## config.mk

```make
export PLATFORM = sky130hd
export DESIGN_NAME = jbs_port
export DESIGN_NICKNAME = d
export VERILOG_FILES = /design/src/design/jbs_pkg.sv /design/src/design/jbs_port.sv
export SDC_FILE = /design/constraint.sdc
export NUM_CORES = 1
export LEC_CHECK = 0
export BUFFER_PORTS_ARGS = -buffer_cell sky130_fd_sc_hd__buf_4
export CORE_MARGIN = 2
export CORE_UTILIZATION = 55
export DETAILED_ROUTE_END_ITERATION = 8
export PLACE_DENSITY = 0.82
export SLEW_MARGIN = 20
export SYNTH_ARGS = -nofsm -noshare
export SYNTH_HDL_FRONTEND = slang
export SYNTH_SLANG_ARGS = --single-unit
```

## constraint.sdc

```tcl
create_clock -name hclk -period 2.6 [get_ports hclk]
set_clock_uncertainty 0.05 [all_clocks]
set_input_delay 0.39 -clock hclk [delete_from_list [all_inputs] [get_ports hclk]]
set_output_delay 0.39 -clock hclk [all_outputs]
set_load 0.02 [all_outputs]
```

## src/design/jbs_pkg.sv

```systemverilog
// constants, types and register map of the scan and programming port
// assumes one hclk domain; the scan pins arrive asynchronously
package jbs_pkg;
  localparam int IR_W = 4;
  localparam logic [3:0] IR_EXTEST = 4'h0;
  localparam logic [3:0] IR_SAMPLE = 4'h1;
  localparam logic [3:0] IR_IDCODE = 4'h2;
  localparam logic [3:0] IR_USERCODE = 4'h3;
  localparam logic [3:0] IR_SIGN = 4'h4;
  localparam logic [3:0] IR_PRG_ENTER = 4'h5;
  localparam logic [3:0] IR_PRG_ADAPT = 4'h6;
  localparam logic [3:0] IR_PRG_CONST = 4'h7;
  localparam logic [3:0] IR_PRG_VERIFY = 4'h8;
  localparam logic [3:0] IR_PRG_DONE = 4'h9;
  localparam logic [3:0] IR_BYPASS = 4'hF;
  localparam logic [3:0] IR_CAPTURE = 4'h1;
  localparam logic [31:0] OFS_CTRL = 32'h0000_0000;
  localparam logic [31:0] OFS_STAT = 32'h0000_0004;
  localparam logic [31:0] OFS_CONF = 32'h0000_0008;
  localparam logic [31:0] OFS_IDR = 32'h0000_000C;
  localparam int CTRL_USER_IO = 0;
  localparam int CTRL_TDO_VAL = 1;
  localparam int CTRL_TDO_OE = 2;
  localparam int STAT_DONE = 0;
  localparam int STAT_PRG = 1;
  localparam int STAT_PINS = 2;
  localparam int STAT_IR = 8;
  localparam int STAT_TAP = 12;
  localparam logic [2:0] CTRL_RST = 3'h0;
  localparam logic DONE_RST = 1'b1;
  localparam logic [31:0] CONF_RST = 32'h0000_0000;
  typedef enum logic [3:0] {
    TLR, RTI, SEL_DR, CAP_DR, SH_DR, EX1_DR, PA_DR, EX2_DR, UPD_DR,
    SEL_IR, CAP_IR, SH_IR, EX1_IR, PA_IR, EX2_IR, UPD_IR
  } jbs_tap_t;
  typedef struct packed {
    logic tck;
    logic tms;
    logic tdi;
  } jbs_scan_t;
endpackage : jbs_pkg

```

## src/design/jbs_port.sv

```systemverilog
// scan test and in-system programming port, with ahb-lite registers
// assumes scan pins async to hclk; tck much slower than hclk
//
// What this block does
// programming runs only through four-wire scan port
// programming: all user pins off, weak pull-up
// enhanced only: no pin drives until completion flag set, except under external test
// adaptive method reads back, then adapts steps
// constant method uses fixed sequence, no readback
// enhanced: both methods; base: adaptive only
// sample/preload snapshots pins, preloads output pattern
// external test drives pattern, captures input pins
// bypass puts one bit between tdi and tdo
// identification register shifts out on tdo
// enhanced only: 32-bit user code shifts out
// base only: user signature shifts out
// dedicated instructions program the configuration
// scan pins usable as plain user pins
// sixteen-state controller, lsb-first shifting
// unknown instruction codes select bypass
module jbs_port #(
  parameter int NPIN = 8,
  parameter bit ENHANCED = 1'b1,
  parameter logic [31:0] IDCODE_VAL = 32'h0A5C_3001 // arbitrary value
) (
  // system
  input wire logic hclk,
  input wire logic hresetn,
  // ahb-lite slave
  input wire logic hsel,
  input wire logic [31:0] haddr,
  input wire logic [1:0] htrans,
  input wire logic hwrite,
  input wire logic [2:0] hsize,
  input wire logic [31:0] hwdata,
  input wire logic hready,
  output logic [31:0] hrdata,
  output logic hreadyout,
  output logic hresp,
  // scan port pins
  input wire jbs_pkg::jbs_scan_t scan_in,
  output logic tdo_out,
  output logic tdo_oe,
  // user pins and core logic
  input wire logic [NPIN-1:0] pin_in,
  input wire logic [NPIN-1:0] core_out,
  input wire logic [NPIN-1:0] core_oe,
  output logic [NPIN-1:0] pin_out,
  output logic [NPIN-1:0] pin_oe,
  output logic [NPIN-1:0] pin_pullup
);
  import jbs_pkg::*;
  localparam int BW = 3 * NPIN;
  localparam int SW = (BW > 32) ? BW : 32;

  jbs_scan_t scan_s1_reg, scan_s2_reg;
  logic tck_d_reg;
  logic [NPIN-1:0] pin_s1_reg, pin_s2_reg;
  jbs_tap_t tap_reg;
  logic [3:0] ir_sr_reg, ir_reg;
  logic [SW-1:0] dr_sr_reg, dr_cap, dr_sh;
  logic [BW-1:0] bsr_reg;
  logic [31:0] conf_reg;
  logic prog_done_reg;
  logic [2:0] ctrl_reg;
  logic wr_pend_reg;
  logic [31:0] wr_addr_reg;
  logic [31:0] hrdata_reg;
  logic tdo_reg, tdo_oe_reg;
  logic [NPIN-1:0] pin_out_reg, pin_oe_reg, pin_pu_reg;
  logic [NPIN-1:0] pin_out_next, pin_oe_next, pin_pu_next;

  function automatic jbs_tap_t tap_step(jbs_tap_t s, logic m);
    case (s)
      TLR: return m ? TLR : RTI;
      RTI: return m ? SEL_DR : RTI;
      SEL_DR: return m ? SEL_IR : CAP_DR;
      CAP_DR: return m ? EX1_DR : SH_DR;
      SH_DR: return m ? EX1_DR : SH_DR;
      EX1_DR: return m ? UPD_DR : PA_DR;
      PA_DR: return m ? EX2_DR : PA_DR;
      EX2_DR: return m ? UPD_DR : SH_DR;
      UPD_DR: return m ? SEL_DR : RTI;
      SEL_IR: return m ? TLR : CAP_IR;
      CAP_IR: return m ? EX1_IR : SH_IR;
      SH_IR: return m ? EX1_IR : SH_IR;
      EX1_IR: return m ? UPD_IR : PA_IR;
      PA_IR: return m ? EX2_IR : PA_IR;
      EX2_IR: return m ? UPD_IR : SH_IR;
      UPD_IR: return m ? SEL_DR : RTI;
      default: return TLR;
    endcase
  endfunction : tap_step

  function automatic int dr_len(logic [3:0] ir);
    if (ir == IR_BYPASS) return 1;
    if (ir == IR_EXTEST || ir == IR_SAMPLE) return BW;
    return 32;
  endfunction : dr_len

  // edge detection reads the second stage only
  always_ff @(posedge hclk or negedge hresetn) begin
    if (!hresetn) begin
      scan_s1_reg <= '0;
      scan_s2_reg <= '0;
      tck_d_reg <= 1'b0;
      pin_s1_reg <= '0;
      pin_s2_reg <= '0;
    end else begin
      scan_s1_reg <= scan_in;
      scan_s2_reg <= scan_s1_reg;
      tck_d_reg <= scan_s2_reg.tck;
      pin_s1_reg <= pin_in;
      pin_s2_reg <= pin_s1_reg;
    end
  end

  wire tck_rise = scan_s2_reg.tck & ~tck_d_reg;
  wire tck_fall = ~scan_s2_reg.tck & tck_d_reg;
  wire tdi = scan_s2_reg.tdi;
  wire user_io = ctrl_reg[CTRL_USER_IO];

  // instruction decode; variant-specific codes fall back to bypass
  wire ir_common = ir_reg == IR_EXTEST || ir_reg == IR_SAMPLE ||
    ir_reg == IR_IDCODE || ir_reg == IR_BYPASS ||
    ir_reg == IR_PRG_ENTER || ir_reg == IR_PRG_ADAPT ||
    ir_reg == IR_PRG_VERIFY;
  wire ir_enh = ir_reg == IR_USERCODE || ir_reg == IR_PRG_CONST ||
    ir_reg == IR_PRG_DONE;
  wire ir_ok = ir_common || (ENHANCED && ir_enh) ||
    (!ENHANCED && ir_reg == IR_SIGN);
  wire [3:0] cur_ir = ir_ok ? ir_reg : IR_BYPASS;
  wire prog_mode = cur_ir == IR_PRG_ENTER || cur_ir == IR_PRG_ADAPT ||
    cur_ir == IR_PRG_CONST || cur_ir == IR_PRG_VERIFY ||
    cur_ir == IR_PRG_DONE;
  wire bs_ir = cur_ir == IR_EXTEST || cur_ir == IR_SAMPLE;
  wire pins_ok = prog_done_reg || !ENHANCED;


  always_ff @(posedge hclk or negedge hresetn) begin
    if (!hresetn) begin
      tap_reg <= TLR;
    end else if (user_io) begin
      tap_reg <= TLR;
    end else if (tck_rise) begin
      tap_reg <= tap_step(tap_reg, scan_s2_reg.tms);
    end
  end

  always_ff @(posedge hclk or negedge hresetn) begin
    if (!hresetn) begin
      ir_sr_reg <= IR_CAPTURE;
      ir_reg <= IR_IDCODE;
    end else if (tap_reg == TLR) begin
      ir_reg <= IR_IDCODE;
    end else if (tck_rise) begin
      if (tap_reg == CAP_IR) ir_sr_reg <= IR_CAPTURE;
      if (tap_reg == SH_IR) ir_sr_reg <= {tdi, ir_sr_reg[3:1]};
      if (tap_reg == UPD_IR) ir_reg <= ir_sr_reg;
    end
  end

  // capture values per selected data register
  always_comb begin
    dr_cap = '0;
    case (cur_ir)
      IR_EXTEST, IR_SAMPLE:
        dr_cap[BW-1:0] = {pin_s2_reg, core_out, core_oe};
      IR_IDCODE: dr_cap[31:0] = IDCODE_VAL;
      IR_USERCODE, IR_SIGN: dr_cap[31:0] = conf_reg;
      IR_PRG_VERIFY: dr_cap[31:0] = conf_reg;
      default: dr_cap = '0;
    endcase
  end

  // lsb leaves first, tdi enters at the top of the active length
  always_comb begin
    logic [SW-1:0] tmp;
    tmp = {1'b0, dr_sr_reg[SW-1:1]};
    dr_sh = tmp;
    for (int i = 0; i < SW; i++) begin
      if (i == dr_len(cur_ir) - 1) dr_sh[i] = tdi;
    end
  end

  always_ff @(posedge hclk or negedge hresetn) begin
    if (!hresetn) begin
      dr_sr_reg <= '0;
    end else if (tck_rise && tap_reg == CAP_DR) begin
      dr_sr_reg <= dr_cap;
    end else if (tck_rise && tap_reg == SH_DR) begin
      dr_sr_reg <= dr_sh;
    end
  end

  // update stage; the config word stands in for the nonvolatile array
  wire upd_dr = tck_rise && tap_reg == UPD_DR;
  wire prg_load = cur_ir == IR_PRG_ADAPT || cur_ir == IR_PRG_CONST;
  always_ff @(posedge hclk or negedge hresetn) begin
    if (!hresetn) begin
      bsr_reg <= '0;
      conf_reg <= CONF_RST;
      prog_done_reg <= DONE_RST;
    end else begin
      if (upd_dr && bs_ir) bsr_reg <= dr_sr_reg[BW-1:0];
      if (upd_dr && prg_load) conf_reg <= dr_sr_reg[31:0];
      if (tck_rise && tap_reg == UPD_IR && ir_sr_reg == IR_PRG_ENTER)
        prog_done_reg <= 1'b0;
      else if (upd_dr && cur_ir == IR_PRG_DONE && dr_sr_reg[0])
        prog_done_reg <= 1'b1;
    end
  end

  // tdo changes on the falling tck edge
  always_ff @(posedge hclk or negedge hresetn) begin
    if (!hresetn) begin
      tdo_reg <= 1'b0;
      tdo_oe_reg <= 1'b0;
    end else if (user_io) begin
      tdo_reg <= ctrl_reg[CTRL_TDO_VAL];
      tdo_oe_reg <= ctrl_reg[CTRL_TDO_OE];
    end else if (tck_fall) begin
      tdo_reg <= (tap_reg == SH_IR) ? ir_sr_reg[0] : dr_sr_reg[0];
      tdo_oe_reg <= tap_reg == SH_IR || tap_reg == SH_DR;
    end
  end

  // pin control: programming > external test > core
  always_comb begin
    pin_out_next = core_out;
    pin_oe_next = core_oe & {NPIN{pins_ok}};
    pin_pu_next = '0;
    if (prog_mode) begin
      pin_out_next = '0;
      pin_oe_next = '0;
      pin_pu_next = '1;
    end else if (cur_ir == IR_EXTEST) begin
      pin_out_next = bsr_reg[2*NPIN-1:NPIN];
      pin_oe_next = bsr_reg[NPIN-1:0];
    end
  end

  always_ff @(posedge hclk or negedge hresetn) begin
    if (!hresetn) begin
      pin_out_reg <= '0;
      pin_oe_reg <= '0;
      pin_pu_reg <= '0;
    end else begin
      pin_out_reg <= pin_out_next;
      pin_oe_reg <= pin_oe_next;
      pin_pu_reg <= pin_pu_next;
    end
  end

  // ahb-lite slave, zero wait states, always OKAY
  wire ahb_go = hsel && htrans[1] && hready;
  wire [31:0] stat_word = {16'h0000, 4'(tap_reg), ir_reg, 3'h0,
    scan_s2_reg.tdi, scan_s2_reg.tms, scan_s2_reg.tck,
    prog_mode, prog_done_reg};
  wire [31:0] rd_mux =
    (haddr == OFS_CTRL) ? {29'h0, ctrl_reg} :
    (haddr == OFS_STAT) ? stat_word :
    (haddr == OFS_CONF) ? conf_reg :
    (haddr == OFS_IDR) ? IDCODE_VAL : 32'h0000_0000;

  always_ff @(posedge hclk or negedge hresetn) begin
    if (!hresetn) begin
      wr_pend_reg <= 1'b0;
      wr_addr_reg <= '0;
      hrdata_reg <= '0;
      ctrl_reg <= CTRL_RST;
    end else begin
      wr_pend_reg <= ahb_go && hwrite;
      wr_addr_reg <= haddr;
      hrdata_reg <= (ahb_go && !hwrite) ? rd_mux : 32'h0000_0000;
      if (wr_pend_reg && wr_addr_reg == OFS_CTRL)
        ctrl_reg <= hwdata[2:0];
    end
  end

  assign hrdata = hrdata_reg;
  assign hreadyout = 1'b1;
  assign hresp = 1'b0;
  assign tdo_out = tdo_reg;
  assign tdo_oe = tdo_oe_reg;
  assign pin_out = pin_out_reg;
  assign pin_oe = pin_oe_reg;
  assign pin_pullup = pin_pu_reg;

  property p_prog_hiz;
    @(posedge hclk) disable iff (!hresetn)
    prog_mode |=> (pin_oe == '0) && (&pin_pullup);
  endproperty
  a_prog_hiz: assert property (p_prog_hiz)
    else $error("user pin driven during programming");

  property p_done_gate;
    @(posedge hclk) disable iff (!hresetn)
    (ENHANCED && !prog_done_reg && cur_ir != IR_EXTEST) |=> pin_oe == '0;
  endproperty
  a_done_gate: assert property (p_done_gate)
    else $error("pin driven before completion flag");

  property p_bypass_bit;
    @(posedge hclk) disable iff (!hresetn)
    (tck_rise && tap_reg == SH_DR && cur_ir == IR_BYPASS)
      |=> dr_sr_reg[0] == $past(tdi);
  endproperty
  a_bypass_bit: assert property (p_bypass_bit)
    else $error("bypass is not one bit long");

  property p_unknown_cap;
    @(posedge hclk) disable iff (!hresetn)
    (tck_rise && tap_reg == CAP_DR && !ir_ok) |=> dr_sr_reg[0] == 1'b0;
  endproperty
  a_unknown_cap: assert property (p_unknown_cap)
    else $error("unknown instruction did not select bypass");

  property p_id_cap;
    @(posedge hclk) disable iff (!hresetn)
    (tck_rise && tap_reg == CAP_DR && ir_reg == IR_IDCODE)
      |=> dr_sr_reg[31:0] == IDCODE_VAL;
  endproperty
  a_id_cap: assert property (p_id_cap)
    else $error("identification not captured");

  property p_user_cap;
    @(posedge hclk) disable iff (!hresetn)
    (ENHANCED && tck_rise && tap_reg == CAP_DR && ir_reg == IR_USERCODE)
      |=> dr_sr_reg[31:0] == $past(conf_reg);
  endproperty
  a_user_cap: assert property (p_user_cap)
    else $error("user code not captured");

  property p_extest_drive;
    @(posedge hclk) disable iff (!hresetn)
    (cur_ir == IR_EXTEST) |=> pin_out == $past(bsr_reg[2*NPIN-1:NPIN]);
  endproperty
  a_extest_drive: assert property (p_extest_drive)
    else $error("external test pattern not on pins");

  property p_tlr_hold;
    @(posedge hclk) disable iff (!hresetn)
    (tck_rise && tap_reg == TLR && !user_io) |=>
      tap_reg == ($past(scan_s2_reg.tms) ? TLR : RTI);
  endproperty
  a_tlr_hold: assert property (p_tlr_hold)
    else $error("controller left reset state wrongly");

  property p_user_io;
    @(posedge hclk) disable iff (!hresetn)
    user_io |=> tap_reg == TLR && tdo_out == $past(ctrl_reg[CTRL_TDO_VAL]);
  endproperty
  a_user_io: assert property (p_user_io)
    else $error("scan pins not released to user");

  property p_const_base;
    @(posedge hclk) disable iff (!hresetn)
    (!ENHANCED && ir_reg == IR_PRG_CONST) |-> !prog_mode;
  endproperty
  a_const_base: assert property (p_const_base)
    else $error("base variant accepted constant method");

  c_extest: cover property (@(posedge hclk) disable iff (!hresetn)
    upd_dr && cur_ir == IR_EXTEST);
  c_done: cover property (@(posedge hclk) disable iff (!hresetn)
    $rose(prog_done_reg));
  c_prog: cover property (@(posedge hclk) disable iff (!hresetn)
    upd_dr && prg_load);
  c_id_shift: cover property (@(posedge hclk) disable iff (!hresetn)
    tck_fall && tap_reg == SH_DR && cur_ir == IR_IDCODE);
endmodule : jbs_port

```

==> run_results.csv <==
group,metric,value,unit
status,status,"finished clean",
yosys,synthMuxAreaShare,8.62,%
place,placed_area,9690,um^2
clock_network,cts-buffers-inserted,21,
timing,period_minus_slack,2.41,ns
layout,diodes,0,
clock_network,cts.sinks,203,
yosys,synth_area,8520,um^2
critical_path,critPathKind,"input port to flop",
layout,fin_util,71.8,%
global_route,grt_max_degree,75,
yosys,synth_fp_nets,857,
yosys,synth_flop_cell,"dfrtp_1",
critical_path,worstPathRequired,2.96,ns
die,dieWidth,128,um
timing,fin_ws,0.189,ns
routing,final_antenna_net_count,0,
timing,drv_slew,0,
timing,rsz0062_at_grt,"no",
critical_path,critPathMaxFanout,13,
critical_path,worst-path-buf-inv,2,
routing,drtIter0Drc,401,
yosys,synthXorXnorAreaFrac,0.103,%
timing,tightest_slew,1.09,ns
die,row_count,45,
yosys,postSynthCellCount,756,
die,die_h,128,um
place,preCtsSetupSlack,0.341,ns
clock_network,insertion_delay,0.50,ns
clock_network,cts_root_buf,"clkbuf_16",
yosys,async_reset_ff_share,100,%
clock_network,htree_levels,1,
timing,hold_viol,0,
critical_path,endpoint_kind,"flop",
routing,post_drt_wl_per_cell,19.7,um
critical_path,path_delay_family,"simple AND/OR/NAND/NOR gates",
layout,mostFrequentLayoutCell,"dfrtp_1",
run,cap_violations,0,
layout,final_cell_area,10900,um^2
clock_network,cts_tree,"built",
timing,finalCritPeriodShare,92.7,%
yosys,syn_area_per_cell,11.3,um^2
place,hpwl,13000,um
layout,fin_nets,1015,
critical_path,slowest_stage,"or4_1",
die,die-area,16500,um^2
critical_path,start_kind,"input port",
yosys,ys_ff_latch,203,
global_route,grt-ovfl-total,0,
die,num_io_pins,161,
layout,fill_cells,1019,
yosys,synth-compound-area-share,12.5,%
global_route,grtUsageTotal,27.5,%
layout,drive_above_1_share,27.8,%
layout,final_cell_mix,"200 x dfrtp_1, 154 x buf_4, 67 x nor2_1, 59 x nand2_1, 50 x mux2_2",
place,io_buffer_count,125,
yosys,synth.distinct_cells,60,
routing,first_pass_iters,6,
yosys,yosys.area.top_type_share,58.7,%
routing,viasPerCell,5.87,
yosys,synth_area_leaders,"dfrtp_1 59%, mux2_2 6.6%, nor2_1 3.0%",
global_route,grt_pass1_vias,6696,
global_route,grt_pass1_wl,35600,um
routing,drcViolationCount,0,
die,core_area,15100,um^2
timing,hold_ws,0.0722,ns
yosys,yosysSeqAreaShare,59.7,%
timing,slew_headroom,27.4,%
timing,max_freq,415,MHz
yosys,synth_top_area_cell,"dfrtp_1",
clock_network,clockBufferDepth,3,
clock_network,clk_pin_slew,0.07,ns
yosys,yosysWarnings,0,
pwr,p_per_area,777,nW/um^2
hold_path,hold_class,"input port to flop",
critical_path,crit_chain,"dlygate4sd3_1 > buf_4 > nor4_1 > nand4_1 > or4_1 > nor2_1",
place,finalWeightedCongestion,0.874,
critical_path,worstPathArrival,2.77,ns
routing,vias,6558,
die,start_util,56.3,%
timing,setup_viol,0,
routing,postRouteWirelength,22000,um
pwr,ir_drop,527,uV
yosys,yosys.area_share.simple,14.6,%
yosys,yosys.area_share.adder,0,%
global_route,antenna_found_initial,0,
yosys,synth_top_family_by_area,"simple AND/OR/NAND/NOR gates",
timing,timing.setup.tns,0,ns
clock_network,post_cts_resized,0,
layout,area_delta_synth_final,27.5,%
pwr,p_leak,5.21,nW
yosys,synth_edf_count,0,
critical_path,max_stage_delay,0.84,ns
## power by group
| part | leakage [nW] | internal (mW) | switching [mW] |
|---|---|---|---|
| logic | 2.28 | 0.591 | 0.716 |
| clock network | 0.373 | 2.03 | 1.27 |
| registers | 2.56 | 3.50 | 0.348 |
| total | 5.21 | 6.12 | 2.33 |
## worst reg2reg max path, cell delays in order, from the launching register on
cell and delay [ns]:
dfstp_2 0.78, nor2_1 0.07, o22ai_1 0.84, buf_4 0.32
a21oi_1 0.07
## kinds of logic (layout without fill, tap and decap cells)
kind of cell | Yosys count | count (layout)
buffers and inverters | 76 | 249
muxes | 67 | 67
and+or+nand+nor | 240 | 240
other | 2 | 2
AOI/OAI and AO/OA | 167 | 167
DFF | 203 | 203
xor gates and xnor gates | 1 | 1
## cells in the mapped netlist, types with 5 or more instances
cell      instances
mux2_2           50
inv_1             9
buf_1             7
a21boi_0         17
dfrtp_1         200
buf_4             9
a31oi_1          26
nand2b_1          6
a21oi_1          41
a211oi_1          5
nor3_1            8
clkbuf_1         27
o211a_1           6
nand3_1          14
nand2_1          59
and3_1           15
o21ai_0          33
a22oi_1           8
o21ai_1           6
a32oi_1           5
nand3b_1         10
o22ai_1           5
mux2i_1          16
and2_1           17
buf_6             5
nor2b_1          10
buf_2            19
nor2_1           67
nor4_1           14
## metrics by stage
stage          instances  total power [mW]
3_5_place_dp        1037              5.12
5_1_grt             1117              8.81
2_1_floorplan        756              4.64
4_1_cts             1117              8.45
6_report            1117              8.45
3_3_place_gp        1037              5.06
## path summary, 6_finish.rpt
check / start / to / slack, ns / cells after the start
worst min register to register: pin_s1_reg[4]$_DFF_PN0_ / pin_s2_reg[4]$_DFF_PN0_ / 0.30 / 0
worst max register to register: ir_reg[1]$_DFFE_PN1P_ / pin_oe[6]$_DFF_PN0_ / 0.35 / 4
worst min-delay path: hwdata[2] / ctrl_reg[2]$_DFFE_PN0P_ / 0.07 / 2
max in group asynchronous: hresetn / pins_ok$_DFFE_PN1P_ / 1.42 / 3
min in group asynchronous: hresetn / wr_addr_reg[25]$_DFF_PN0_ / 0.41 / 2
worst max-delay path: haddr[29] / hrdata[10]$_DFF_PN0_ / 0.19 / 6
## timing repair
| action | 4_1_cts | 5_1_grt |
|---|---|---|
| hold endpoints to repair | 110 | 0 |
| buffers inserted | 0 | 0 |
| hold buffers | 42 | 0 |
## cell type report
type | instances | area, um^2 | area share, %
Sequential cell | 203 | 5080 | 46.8
Multi-Input combinational cell | 477 | 3060 | 28.2
Clock inverter | 11 | 164 | 1.51
Tap cell | 188 | 235 | 2.16
Inverter | 9 | 33.8 | 0.311
Timing Repair Buffer | 202 | 1690 | 15.6
Clock buffer | 27 | 598 | 5.50
## layer usage
metal	routed length, um	vias to the layer above	share of wire [%]	GRT usage, %
li1	-	2977	-	-
met1	8900	3262	40	35.4
met2	11100	260	50	46.9
met3	1370	59	6.2	4.99
met4	699	0	3.2	10.3
met5	0	-	0	0
Power figures use the tool's default switching activity.
